`src/hw/odc_pkg.sv`:
```
package odc_pkg;

    // ----------------------------------------------------------------
    // Device geometry and command word layout
    // ----------------------------------------------------------------
    localparam int NUM_CH    = 8;
    localparam int DATA_W    = 12;
    localparam int WORD_BITS = 16;

    localparam logic [3:0] CMD_REGS    = 4'h8;
    localparam logic [3:0] CMD_THRU    = 4'h9;
    localparam logic [3:0] CMD_UPD     = 4'ha;
    localparam logic [3:0] CMD_CH1     = 4'hb;
    localparam logic [3:0] CMD_BCAST   = 4'hc;
    localparam logic [3:0] CMD_PD_HIZ  = 4'hd;
    localparam logic [3:0] CMD_PD_100K = 4'he;
    localparam logic [3:0] CMD_PD_2K5  = 4'hf;

    localparam logic [1:0] REG_ENABLE_SEL = 2'b10;
    localparam int         REG_SEL_MSB    = 11;
    localparam int         REG_SEL_LSB    = 10;

    // Termination code equals the low two bits of the power-down command.
    localparam logic [1:0] TERM_ACTIVE = 2'b00;

    // ----------------------------------------------------------------
    // Register map (byte addresses) and reset values
    // ----------------------------------------------------------------
    localparam logic [7:0] ADDR_CTRL   = 8'h00;
    localparam logic [7:0] ADDR_CMD    = 8'h04;
    localparam logic [7:0] ADDR_STATUS = 8'h08;
    localparam logic [7:0] ADDR_TERM   = 8'h0c;
    localparam logic [7:0] ADDR_CHAN0  = 8'h10;
    localparam logic [7:0] ADDR_END    = 8'h30;

    localparam logic       LINK_EN_RST = 1'b1;
    localparam logic [1:0] HTRANS_NONSEQ_BIT = 2'b10;
    // Synchroniser reset value is the link at rest, so no false edge follows reset.
    localparam logic [2:0] LINK_IDLE   = 3'b110;

    // ----------------------------------------------------------------
    // Timing
    // ----------------------------------------------------------------
    localparam int          CLK_MHZ     = 40;
    localparam int          RECOVER_US  = 20;
    localparam int          RECOVER_CYC = RECOVER_US * CLK_MHZ;
    localparam logic [12:0] RAMP_STEP   = 13'h0100;
    localparam int          RAMP_STEPS  = 4096 / 256;
    // Two spare tick periods keep a full-scale ramp inside the recovery bound.
    localparam int          TICK_CYC    = RECOVER_CYC / (RAMP_STEPS + 2);

    // ----------------------------------------------------------------
    // Carriers
    // ----------------------------------------------------------------
    typedef struct packed {
        logic [3:0]        code;
        logic [DATA_W-1:0] data;
    } odc_cmd_t;

    typedef struct packed {
        logic sclk;
        logic sync_n;
        logic din;
    } odc_link_t;

    typedef logic [NUM_CH-1:0][DATA_W-1:0] odc_codes_t;

    typedef struct packed {
        odc_codes_t             ctrl;
        odc_codes_t             out;
        logic                   thru_mode;
        logic                   reg_en;
        logic [NUM_CH-1:0]      pd;
        logic [NUM_CH-1:0][1:0] term;
    } odc_dev_t;

    typedef enum logic [3:0] {
        AHB_IDLE    = 4'b0001,
        AHB_WR      = 4'b0010,
        AHB_RD_WAIT = 4'b0100,
        AHB_RD_OUT  = 4'b1000
    } odc_ahb_st_t;

endpackage

```
`src/hw/odc_octal_dac.sv`:
```
// Operation
// Special commands work in either mode.
// Update-select loads selected outputs from registers.
// Regulator field 10 enables, 00 disables.
// First-channel write loads it, updates all.
// First-channel write keeps the current mode.
// Broadcast writes all registers and outputs.
// Reset clears registers and outputs to zero.
// Codes d,e,f power down with termination.
// Low eight data bits select channels.
// Powered channel off; bias off when all.
// Power-down never alters stored channel data.
// Link and data writes work while powered down.
// Recovery ramps from zero within 20 us.
// Host idles link quietly during power-down.
// Sixteen-bit word, MSB first, code then data.
// Data sampled on serial clock falling edge.
// Command executes on frame select rising edge.
// Codes 9/8 select through/register mode; register first.
// Any output update wakes a powered channel.
// Reserved regulator values keep regulator off.
module odc_octal_dac (
    input  wire logic                                 hclk,
    input  wire logic                                 hresetn,
    input  wire logic                                 hsel,
    input  wire logic [31:0]                          haddr,
    input  wire logic [1:0]                           htrans,
    input  wire logic                                 hwrite,
    input  wire logic [2:0]                           hsize,
    input  wire logic                                 hready,
    input  wire logic [31:0]                          hwdata,
    output logic      [31:0]                          hrdata,
    output logic                                      hreadyout,
    output logic                                      hresp,
    input  wire logic                                 sclk,
    input  wire logic                                 sync_n,
    input  wire logic                                 din,
    output odc_pkg::odc_codes_t                       dac_code,
    output logic      [odc_pkg::NUM_CH-1:0]           core_en,
    output logic      [odc_pkg::NUM_CH-1:0][1:0]      term,
    output logic                                      bias_en,
    output logic                                      reg_en,
    output logic                                      write_through_mode
);
    import odc_pkg::*;

    localparam int TICK_W = $clog2(TICK_CYC);

    typedef struct packed {
        odc_dev_t          dev;
        logic              bias;
        logic              prev_sclk;
        logic              prev_sync_n;
        logic [15:0]       shift;
        logic [4:0]        bitcnt;
        logic              link_en;
        logic [15:0]       last_cmd;
        logic [7:0]        frames;
        odc_ahb_st_t       ahb;
        logic [7:0]        addr;
        logic [31:0]       rdata;
        logic [TICK_W-1:0] tick_cnt;
        logic              tick;
    } odc_top_t;

    odc_top_t  s;
    odc_top_t  next_s;
    odc_link_t lk;
    odc_cmd_t  word;
    logic      frame_fall;
    logic      sclk_fall;
    logic      exec_link;
    logic      cmd_wr;
    logic      accept;

    // ----------------------------------------------------------------
    // Helpers
    // ----------------------------------------------------------------
    function automatic odc_codes_t lane_mask(logic [NUM_CH-1:0] sel);
        odc_codes_t m;
        m = '0;
        for (int i = 0; i < NUM_CH; i++) begin
            m[i] = {DATA_W{sel[i]}};
        end
        return m;
    endfunction

    function automatic odc_dev_t apply_cmd(odc_dev_t d, odc_cmd_t c);
        odc_dev_t          r;
        logic [NUM_CH-1:0] wake;
        logic [2:0]        ch;
        r    = d;
        wake = '0;
        ch   = c.code[2:0];
        if (!c.code[3]) begin
            r.ctrl[ch] = c.data;
            if (d.thru_mode) begin
                r.out[ch] = c.data;
                wake[ch]  = 1'b1;
            end
        end else begin
            unique case (c.code)
                CMD_REGS: r.thru_mode = 1'b0;
                CMD_THRU: r.thru_mode = 1'b1;
                CMD_UPD: begin
                    r.out    = (d.out & ~lane_mask(c.data[7:0]))
                             | (d.ctrl & lane_mask(c.data[7:0]));
                    wake     = c.data[7:0];
                    // Only the enabling code turns the regulator on; reserved codes keep it off.
                    r.reg_en = (c.data[REG_SEL_MSB:REG_SEL_LSB] == REG_ENABLE_SEL);
                end
                CMD_CH1: begin
                    r.ctrl[0] = c.data;
                    r.out     = r.ctrl;
                    wake      = '1;
                end
                CMD_BCAST: begin
                    r.ctrl = {NUM_CH{c.data}};
                    r.out  = {NUM_CH{c.data}};
                    wake   = '1;
                end
                default: begin
                    // Power-down: data and output codes stay untouched.
                    for (int i = 0; i < NUM_CH; i++) begin
                        if (c.data[i]) begin
                            r.pd[i]   = 1'b1;
                            r.term[i] = c.code[1:0];
                        end
                    end
                end
            endcase
        end
        for (int i = 0; i < NUM_CH; i++) begin
            if (wake[i]) begin
                r.pd[i]   = 1'b0;
                r.term[i] = TERM_ACTIVE;
            end
        end
        return r;
    endfunction

    function automatic logic [31:0] read_reg(odc_top_t st, logic [7:0] a);
        logic [7:0]  off;
        logic [31:0] v;
        off = a - ADDR_CHAN0;
        v   = '0;
        if (a == ADDR_CTRL) begin
            v = {31'h0000_0000, st.link_en};
        end else if (a == ADDR_CMD) begin
            v = {16'h0000, st.last_cmd};
        end else if (a == ADDR_STATUS) begin
            v = {8'h00, st.frames, st.dev.pd, 5'h00, st.bias, st.dev.reg_en, st.dev.thru_mode};
        end else if (a == ADDR_TERM) begin
            v = {16'h0000, st.dev.term};
        end else if (a >= ADDR_CHAN0 && a < ADDR_END) begin
            v = {4'h0, st.dev.out[off[4:2]], 4'h0, st.dev.ctrl[off[4:2]]};
        end
        return v;
    endfunction

    // ----------------------------------------------------------------
    // Serial link sampling
    // ----------------------------------------------------------------
    odc_sync #(
        .W       (3),
        .RST_VAL (LINK_IDLE)
    ) u_sync (
        .clk   (hclk),
        .rst_n (hresetn),
        .d     ({sclk, sync_n, din}),
        .q     (lk)
    );

    assign word       = odc_cmd_t'(s.shift);
    assign sclk_fall  = s.prev_sclk & ~lk.sclk;
    assign frame_fall = s.prev_sync_n & ~lk.sync_n;
    // Fewer than a whole word in a frame is a broken frame and is dropped.
    assign exec_link  = ~s.prev_sync_n & lk.sync_n & s.link_en
                      & (s.bitcnt >= 5'(WORD_BITS));
    assign cmd_wr     = (s.ahb == AHB_WR) && (s.addr == ADDR_CMD);
    assign accept     = hsel & hready & htrans[1];

    // ----------------------------------------------------------------
    // Next state
    // ----------------------------------------------------------------
    always_comb begin
        next_s             = s;
        next_s.prev_sclk   = lk.sclk;
        next_s.prev_sync_n = lk.sync_n;

        if (frame_fall) begin
            next_s.bitcnt = '0;
        end
        if (sclk_fall && !lk.sync_n) begin
            next_s.shift = {s.shift[14:0], lk.din};
            if (s.bitcnt < 5'(WORD_BITS)) begin
                next_s.bitcnt = s.bitcnt + 5'd1;
            end
        end

        // A link command and a bus command in one cycle both execute, link first.
        if (exec_link) begin
            next_s.dev      = apply_cmd(next_s.dev, word);
            next_s.last_cmd = s.shift;
            next_s.frames   = s.frames + 8'd1;
        end
        if (s.ahb == AHB_WR) begin
            if (s.addr == ADDR_CTRL) begin
                next_s.link_en = hwdata[0];
            end else if (cmd_wr) begin
                next_s.dev      = apply_cmd(next_s.dev, odc_cmd_t'(hwdata[15:0]));
                next_s.last_cmd = hwdata[15:0];
            end
        end
        next_s.bias = ~&next_s.dev.pd;

        unique case (s.ahb)
            AHB_RD_WAIT: begin
                next_s.rdata = read_reg(s, s.addr);
                next_s.ahb   = AHB_RD_OUT;
            end
            default: begin
                next_s.ahb = AHB_IDLE;
                if (accept) begin
                    next_s.addr = haddr[7:0];
                    next_s.ahb  = hwrite ? AHB_WR : AHB_RD_WAIT;
                end
            end
        endcase

        next_s.tick = 1'b0;
        if (s.tick_cnt == TICK_W'(TICK_CYC - 1)) begin
            next_s.tick_cnt = '0;
            next_s.tick     = 1'b1;
        end else begin
            next_s.tick_cnt = s.tick_cnt + 1'b1;
        end
    end

    always_ff @(posedge hclk or negedge hresetn) begin
        if (!hresetn) begin
            s             <= '0;
            s.bias        <= 1'b1;
            s.prev_sync_n <= 1'b1;
            s.link_en     <= LINK_EN_RST;
            s.ahb         <= AHB_IDLE;
        end else begin
            s <= next_s;
        end
    end

    // ----------------------------------------------------------------
    // Output stages
    // ----------------------------------------------------------------
    for (genvar g = 0; g < NUM_CH; g++) begin : g_ch
        odc_ramp u_ramp (
            .clk          (hclk),
            .rst_n        (hresetn),
            .tick         (s.tick),
            .powered_down (s.dev.pd[g]),
            .target       (s.dev.out[g]),
            .code         (dac_code[g])
        );
    end

    assign core_en   = ~s.dev.pd;
    assign term      = s.dev.term;
    assign bias_en   = s.bias;
    assign reg_en    = s.dev.reg_en;
    assign write_through_mode = s.dev.thru_mode;
    assign hrdata    = s.rdata;
    assign hreadyout = (s.ahb != AHB_RD_WAIT);
    assign hresp     = 1'b0;
endmodule

```
`src/hw/odc_sync.sv`:
```
module odc_sync #(
    parameter int           W       = 3,
    parameter logic [W-1:0] RST_VAL = '0
) (
    input  wire logic         clk,
    input  wire logic         rst_n,
    input  wire logic [W-1:0] d,
    output logic      [W-1:0] q
);
    import odc_pkg::*;

    typedef struct packed {
        logic [W-1:0] meta;
        logic [W-1:0] stable;
    } odc_sync_st_t;

    odc_sync_st_t s;
    odc_sync_st_t next_s;

    always_comb begin
        next_s.meta   = d;
        next_s.stable = s.meta;
    end

    always_ff @(posedge clk or negedge rst_n) begin
        if (!rst_n) begin
            s.meta   <= RST_VAL;
            s.stable <= RST_VAL;
        end else begin
            s <= next_s;
        end
    end

    assign q = s.stable;
endmodule

```
`src/hw/odc_ramp.sv`:
```
module odc_ramp (
    input  wire logic                      clk,
    input  wire logic                      rst_n,
    input  wire logic                      tick,
    input  wire logic                      powered_down,
    input  wire logic [odc_pkg::DATA_W-1:0] target,
    output logic      [odc_pkg::DATA_W-1:0] code
);
    import odc_pkg::*;

    typedef struct packed {
        logic              prev_pd;
        logic              ramping;
        logic [DATA_W-1:0] code;
    } odc_ramp_st_t;

    odc_ramp_st_t s;
    odc_ramp_st_t next_s;
    logic [12:0]  sum;

    always_comb begin
        next_s         = s;
        next_s.prev_pd = powered_down;
        sum            = {1'b0, s.code} + RAMP_STEP;
        if (powered_down) begin
            next_s.code    = '0;
            next_s.ramping = 1'b0;
        end else if (s.prev_pd) begin
            next_s.ramping = 1'b1;
        end else if (s.ramping) begin
            if (tick) begin
                // A shrinking target during the ramp simply ends it early.
                if (sum >= {1'b0, target}) begin
                    next_s.code    = target;
                    next_s.ramping = 1'b0;
                end else begin
                    next_s.code = sum[DATA_W-1:0];
                end
            end
        end else begin
            next_s.code = target;
        end
    end

    always_ff @(posedge clk or negedge rst_n) begin
        if (!rst_n) begin
            s <= '0;
        end else begin
            s <= next_s;
        end
    end

    assign code = s.code;

    // ----------------------------------------------------------------
    // Checks
    // ----------------------------------------------------------------
    localparam int REC_MAX = RECOVER_CYC;
endmodule

```
`config.mk`:
```
export PLATFORM = sky130hd
export DESIGN_NAME = odc_octal_dac
export DESIGN_NICKNAME = d
export VERILOG_FILES = /design/src/hw/odc_pkg.sv /design/src/hw/odc_octal_dac.sv /design/src/hw/odc_sync.sv /design/src/hw/odc_ramp.sv
export SDC_FILE = /design/constraint.sdc
export NUM_CORES = 2
export LEC_CHECK = 0
export BUFFER_PORTS_ARGS = -buffer_cell sky130_fd_sc_hd__buf_2
export CAP_MARGIN = 20
export CORE_MARGIN = 1.5
export CORE_UTILIZATION = 55
export CTS_CLUSTER_SIZE = 28
export DETAILED_ROUTE_END_ITERATION = 6
export PLACE_DENSITY = 0.77
export SYNTH_ARGS = -nofsm -noshare
export SYNTH_HDL_FRONTEND = slang
export SYNTH_HIERARCHICAL = 1
export SYNTH_SLANG_ARGS = --single-unit
```
`constraint.sdc`:
```
create_clock -name hclk -period 2.44 [get_ports hclk]
set_input_delay 0.122 -clock hclk [delete_from_list [all_inputs] [get_ports hclk]]
set_output_delay 0.122 -clock hclk [all_outputs]
set_load 0.1 [all_outputs]
```
# ---- Yosys cells after proc, flatten, opt, wreduce, memory -nomap -nowiden
# Index checks and enable logic that the tools add are counted.
dict set report totals {
  regBits 436
  input_bits 77
  out_inout_bits 157
  elab_cells 366
}
dict set report classes {
  n_addsub 12
  magnitude_cmp 17
  n_eq_ne 35
  muxes 193
  n_bitwise 20
  n_reduce_logical 23
}
# cell n
set ops {}
lappend ops {{two-way mux 218 bit} 4}
lappend ops {{one-hot mux 96 bit (3 select lines)} 2}
lappend ops {{AND 96 bit} 4}
lappend ops {{bitwise mux 96 bit} 4}
lappend ops {{two-way mux 192 bit} 2}
lappend ops {{two-way mux 12 bit} 30}
lappend ops {{two-way mux 13 bit} 16}
lappend ops {{two-way mux 96 bit} 2}
lappend ops {{NOT 96 bit} 2}
lappend ops {{OR 96 bit} 2}
lappend ops {{two-way mux 84 bit} 2}
lappend ops {{two-way mux 32 bit} 4}
lappend ops {{adder 12 x 9 -> 13 bit, second input constant} 8}
lappend ops {{>= comparator 13 x 12 -> 1 bit} 8}
lappend ops {{binary-select mux 12 bit (select 3 bit)} 2}
lappend ops {{demux 12 bit (select 3 bit)} 2}
lappend ops {{two-way mux 24 bit} 3}
lappend ops {{two-way mux 2 bit} 32}
lappend ops {{two-way mux 8 bit} 8}
lappend ops {{two-way mux 1 bit} 61}
lappend ops {{two-way mux 26 bit} 2}
lappend ops {{two-way mux 16 bit} 3}
lappend ops {{equality test 4 bit, second input constant} 10}
lappend ops {{one-hot mux 8 bit (2 select lines)} 2}
lappend ops {{other kinds (37)} 85}

# ---- Longest topological paths before layout
dict set report depth {
  word_depth 20
  ltp_mapped 11
  depth_no_buf 9
}

# ---- Hierarchy
# Netlist, hierarchy kept.
# mod n_inst cells_per_inst area_per_inst_um2 seq_area_each_um2
set by_module_without_submodules {}
lappend by_module_without_submodules {odc_octal_dac 1 2393 21074.0 7862.5}
lappend by_module_without_submodules {odc_ramp 8 111 1104.8 350.3}
lappend by_module_without_submodules {odc_sync 1 6 155.1 155.1}

# ---- Worst setup path after synthesis
# No wires, ideal clock.
dict set report synth_timing {
  path_kind {reg2reg}
  startpoint {reg s (netlist bit write_through_mode)}
  endpoint {reg s[126] (netlist name)}
  arrival_ns 2.544
  required_time_ns 2.316
  path_slack_ns -0.227
  path_stages_with_launch 8
  path_buffers 0
  period_less_slack_ns 2.667
  cell_sequence {dfrtp_1 -> nor4b_4 -> and2b_1 -> o21ai_2 -> a221o_1 -> o21ai_1 -> o2bb2ai_1 -> a21oi_1}
}
# item line_no
set synth_rtl {}
lappend synth_rtl {{start: declaration} odc_octal_dac.sv:66} ;# odc_top_t s;
lappend synth_rtl {{start signal: assignment} odc_octal_dac.sv:248} ;# s <= next_s;

# ---- Final worst setup path
dict set report layout_timing {
  startpoint {reg g_ch[1].u_ramp.s (netlist bit g_ch[1].u_ramp/code[8])}
  endpoint {reg g_ch[1].u_ramp.s (netlist bit g_ch[1].u_ramp/code[5])}
}
dict set report layout_between {
  elab_chain_cells 7
}
# item line_no
set layout_rtl {}
lappend layout_rtl {{start: declaration} odc_ramp.sv:17} ;# odc_ramp_st_t s;
lappend layout_rtl {{start signal: assignment} odc_ramp.sv:49} ;# s <= next_s;
lappend layout_rtl {{adder 12 x 9 -> 13 bit} odc_ramp.sv:24} ;# sum = {1'b0, s.code} + RAMP_STEP;
lappend layout_rtl {{>= comparator 13 x 12 -> 1 bit} odc_ramp.sv:33} ;# if (sum >= {1'b0, target}) begin
lappend layout_rtl {{two-way mux 12 bit} odc_ramp.sv:33}
lappend layout_rtl {{two-way mux 13 bit} odc_ramp.sv:31} ;# if (tick) begin
lappend layout_rtl {{two-way mux 12 bit} odc_ramp.sv:30} ;# end else if (s.ramping) begin
lappend layout_rtl {{two-way mux 12 bit} odc_ramp.sv:28} ;# end else if (s.prev_pd) begin
lappend layout_rtl {{two-way mux 13 bit} odc_ramp.sv:25} ;# if (powered_down) begin
# Every way passes these cells. The select of a mux whose other input is x is not followed.
# A chain may end at the register's enable or synchronous reset.

==> key figures <==
Finish
  • Filler Cell Count: 3,864
  • Finished Core Util: 72.2%
  • Final net count: around 4,000
  • Cell area after layout: slightly below 40,000 um2
  • Area delta synth->final: 29.5%
  • Share of cells above drive strength 1: 34.4%

Floorplan
  • Ports: roughly 230
  • Die Footprint: roughly 56,000 um2
  • Core ar.: 53,900 um2
  • Die Y: roughly 240 um
  • Chip Width: 237 um
  • Initial core utilization: 55.8%
  • FP Rows: 85

Power
  • VDD IR-drop max: 0.649 mV
  • Clk pwr share: 43.3%
  • Switch share: 31.5%
  • Switch Pwr: 6.21 mW
  • Combinational Power Share: around 18%
  • P_int: 13.5 mW
  • P_leak: ~17 nW
  • Pwr/cell area: 507 nW/um2
  • Register share of total power: 39.0%

Synth
  • Top cell type's share of synthesized area: between 30% and 40%
  • Synth cell count leaders: 424 x dfrtp_1, 318 x nor2_1, 274 x a21oi_1, 208 x nand2_1, 168 x buf_4
  • Number of distinct library cells after synthesis: slightly below 100
  • Mapped Area: 30,100 um2
  • Compound-cell area share of the yosys netlist: 25.7%
  • Syn Inst Count: 3,287
  • Top FF cell, synth: dfrtp_1
  • Post-synth top area cell: dfrtp_1
  • Register area share after synthesis: a little over a third
  • Most common cell in the netlist: dfrtp_1
  • Multiplexer area fraction after synthesis: 9.95%
  • Synth Area in Adders: under 10%
  • Post-Synth XOR/XNOR Area: less than 1%
  • FFs w/ async S/R, synth: 100%
  • Largest family of logic cells by synthesized area: compound AO/OA/AOI/OAI gates
  • Syn_area_per_cell: 9.15 um2
  • Post-synthesis simple-gate area fraction: 13.6%
  • EDFF count, synth: 0
  • Synth Register Bits: 432
  • Synth area leaders: dfrtp_1 35%, mux2i_1 5.2%, a21oi_1 4.6%
  • Synth Warn #: 6

Timing
  • RSZ-0062 raised after global routing: true
  • Slew Limit Headroom: 21.1%
  • Final Hold Fails: 0
  • Fin crit period: 2560 ps
  • Fmax: 391 MHz
  • Final WS setup: -119 ps
  • Slew Limit Fails: 0
  • Final Skew: 28.2 ps
  • Worst-margin pin slew: 1170 ps
  • Number of setup violations in the final report: 86
  • Final worst path period share: 105%

Worst setup path
  • Reg2reg path depth: 9
  • Slowest CP cell: dfrtp_1
  • Crit Path Class: flip-flop to flip-flop
  • Reg2reg start: g_ch[1].u_ramp/code[8]
  • Worst Path Required: between 2000 and 3000 ps
  • Worst R2R End: g_ch[1].u_ramp/code[5]
  • Crit path DAT: ~3100 ps
  • Slowest cell delay on critical path: 380 ps
  • Critical path endpoint category: flip-flop
  • Startpoint Class: flip-flop
  • CP cell instances: ha_2 -> xor2_2 -> ha_1 -> a21o_1 -> a2111oi_4 -> o32ai_2 -> a21oi_2 -> nor2b_4 -> a22o_1
  • CP endpoint: g_ch[1].u_ramp/code[5]
  • Internal reg-to-reg setup slack: -120 ps
  • Crit-path max FO: 8
  • Setup crit start: g_ch[1].u_ramp/code[8]

Flow run
  • Max_cap viols: 0

Drt
  • Routed length per placed instance: about 33 um
  • Total number of vias: approximately 33,000
  • DRT Pass-1 Iters: 7
  • DRC: 10
  • Antenna viol nets, final: 0
  • 1st-iter DRT viols: 4,945
  • Final wirelength: 150,000 um
  • Vias per inst: 7.24

Global route
  • Grt ovf: 0
  • Largest net degree at the start of global routing: 67
  • First-pass GRT wire length: 209,000 um
  • Initial antenna violation count: 7
  • GRT Total Usage: 51.3%
  • Vias in the first global route: 30,800

Status
  • Status: complete, but fails checks
  • Failing checks: DRC, setup timing

Placed design
  • GP Congestion: 1.12
  • DP HPWL: 108,000 um
  • Post-placement cell area: 34,400 um2
  • IO buf count: 184

Worst hold path
  • Hold Crit Class: input pin to flip-flop

CTS
  • CTS tree: built
  • CTS H-tree depth: 2
  • Clock Latency Late Sink: 630 ps
  • CTS root buf: clkbuf_16
  • Clk slew on worst S/H paths: 60 ps
  • Max Root-Sink Buffers: 3
  • Total CTS buffers: 51
  • CTS sink cnt: about 430
worst min-delay path by stage:
stage | to | from | cells after the start | slack, ps
global placement | s[317] | hresetn | 1 | 150
detailed placement | s[317] | hresetn | 1 | 160
CTS | term[14] | hwdata[7] | 4 | 5
finish | term[14] | hwdata[7] | 4 | 30
global route | term[14] | hwdata[7] | 4 | 40
floorplan | g_ch[0].u_ramp/code[0] | hresetn | 0 | -170
power by group through the flow:
stage / clock network (mW) / logic, mW / registers [mW]
detailed placement: 0 / 3.13 / 7.76
CTS: 8.52 / 3.24 / 7.64
global route: 8.80 / 3.55 / 7.68
finish: 8.54 / 3.51 / 7.69
floorplan: 0 / 1.93 / 7.59
global placement: 0 / 3.09 / 7.75
state kept, by name, summed over array words and instances (netlist names), 3 cells and up:
register / flops
s: 251
g_ch.u_ramp/code: 96
hrdata: 28
g_ch.u_ramp/s: 16
term: 16
word: 16
u_sync/next_s: 3
u_sync/q: 3
cells by family after synthesis:
family | count (synthesis)
fa+ha+maj | 107
flops | 432
buf+inv | 543
other cells | 1
mux | 235
compound gates | 1123
xor+xnor | 32
simple gates | 814
placed cells by master, fill, tap and decap left out, drive strengths merged, types with 48 or more instances in the layout:
cell type  netlist  routed
clkbuf         134      68
a221oi          78      78
mux2i          156     156
mux4            48      48
nand3           65      65
buf            264     821
dfrtp          424     424
o21ai          196     196
o22ai          125     125
ha             107     107
nand2          210     210
nor2           321     321
o22a            67      67
inv            143     145
a22o            70      70
nor3            49      49
o32ai           48      48
a21oi          292     292
routing by layer:
| layer | vias up | GRT usage [%] | wire (um) |
|---|---|---|---|
| li1 | 13100 | - | - |
| met4 | 4 | 34.0 | 13200 |
| met2 | 3021 | 71.7 | 59600 |
| met5 | - | 0 | 56 |
| met3 | 858 | 20.8 | 23400 |
| met1 | 15800 | 65.1 | 53700 |
through the flow:
step	hold slack (ps)	setup TNS, ps	setup WS, ps	cells	power (mW)
floorplan	-174	0	35.1	3291	9.52
global placement	149	-1990	-259	4341	10.8
detailed placement	157	-7440	-200	4341	10.9
CTS	4.82	-674	-75.5	4498	19.4
global route	39.0	-8140	-165	4531	20.0
finish	31.5	-3910	-119	4537	19.7
what timing repair did:
item	CTS	global route
hold endpoints to repair	145	0
gates resized for setup	99	270
setup buffers	38	35
endpoints found under the setup margin	142	199
gates cloned	2	2
pin swaps	47	84
hold buffers	23	0
final cells by class:
class / instances / area, um2 / area share (%)
diodes: 7 / 17.5 / 0.0450
clock buffers: 67 / 1480 / 3.80
clock inverters: 27 / 372 / 0.954
inverters: 145 / 544 / 1.40
multi-input cells: 2316 / 18000 / 46.3
flip-flops and latches: 432 / 10800 / 27.8
well taps: 696 / 871 / 2.24
repair buffers: 847 / 6780 / 17.4
worst max-delay path, delay by kind of cell, from the launching register on:
| family | cells | cell delay, ps |
|---|---|---|
| adder cells (fa/ha/maj) | 2 | 550 |
| AO/OA/AOI/OAI | 5 | 1120 |
| XOR/XNOR | 1 | 150 |
| AND/OR/NAND/NOR | 1 | 280 |
| flip-flops | 1 | 380 |
(Power assumes the default switching activity.)
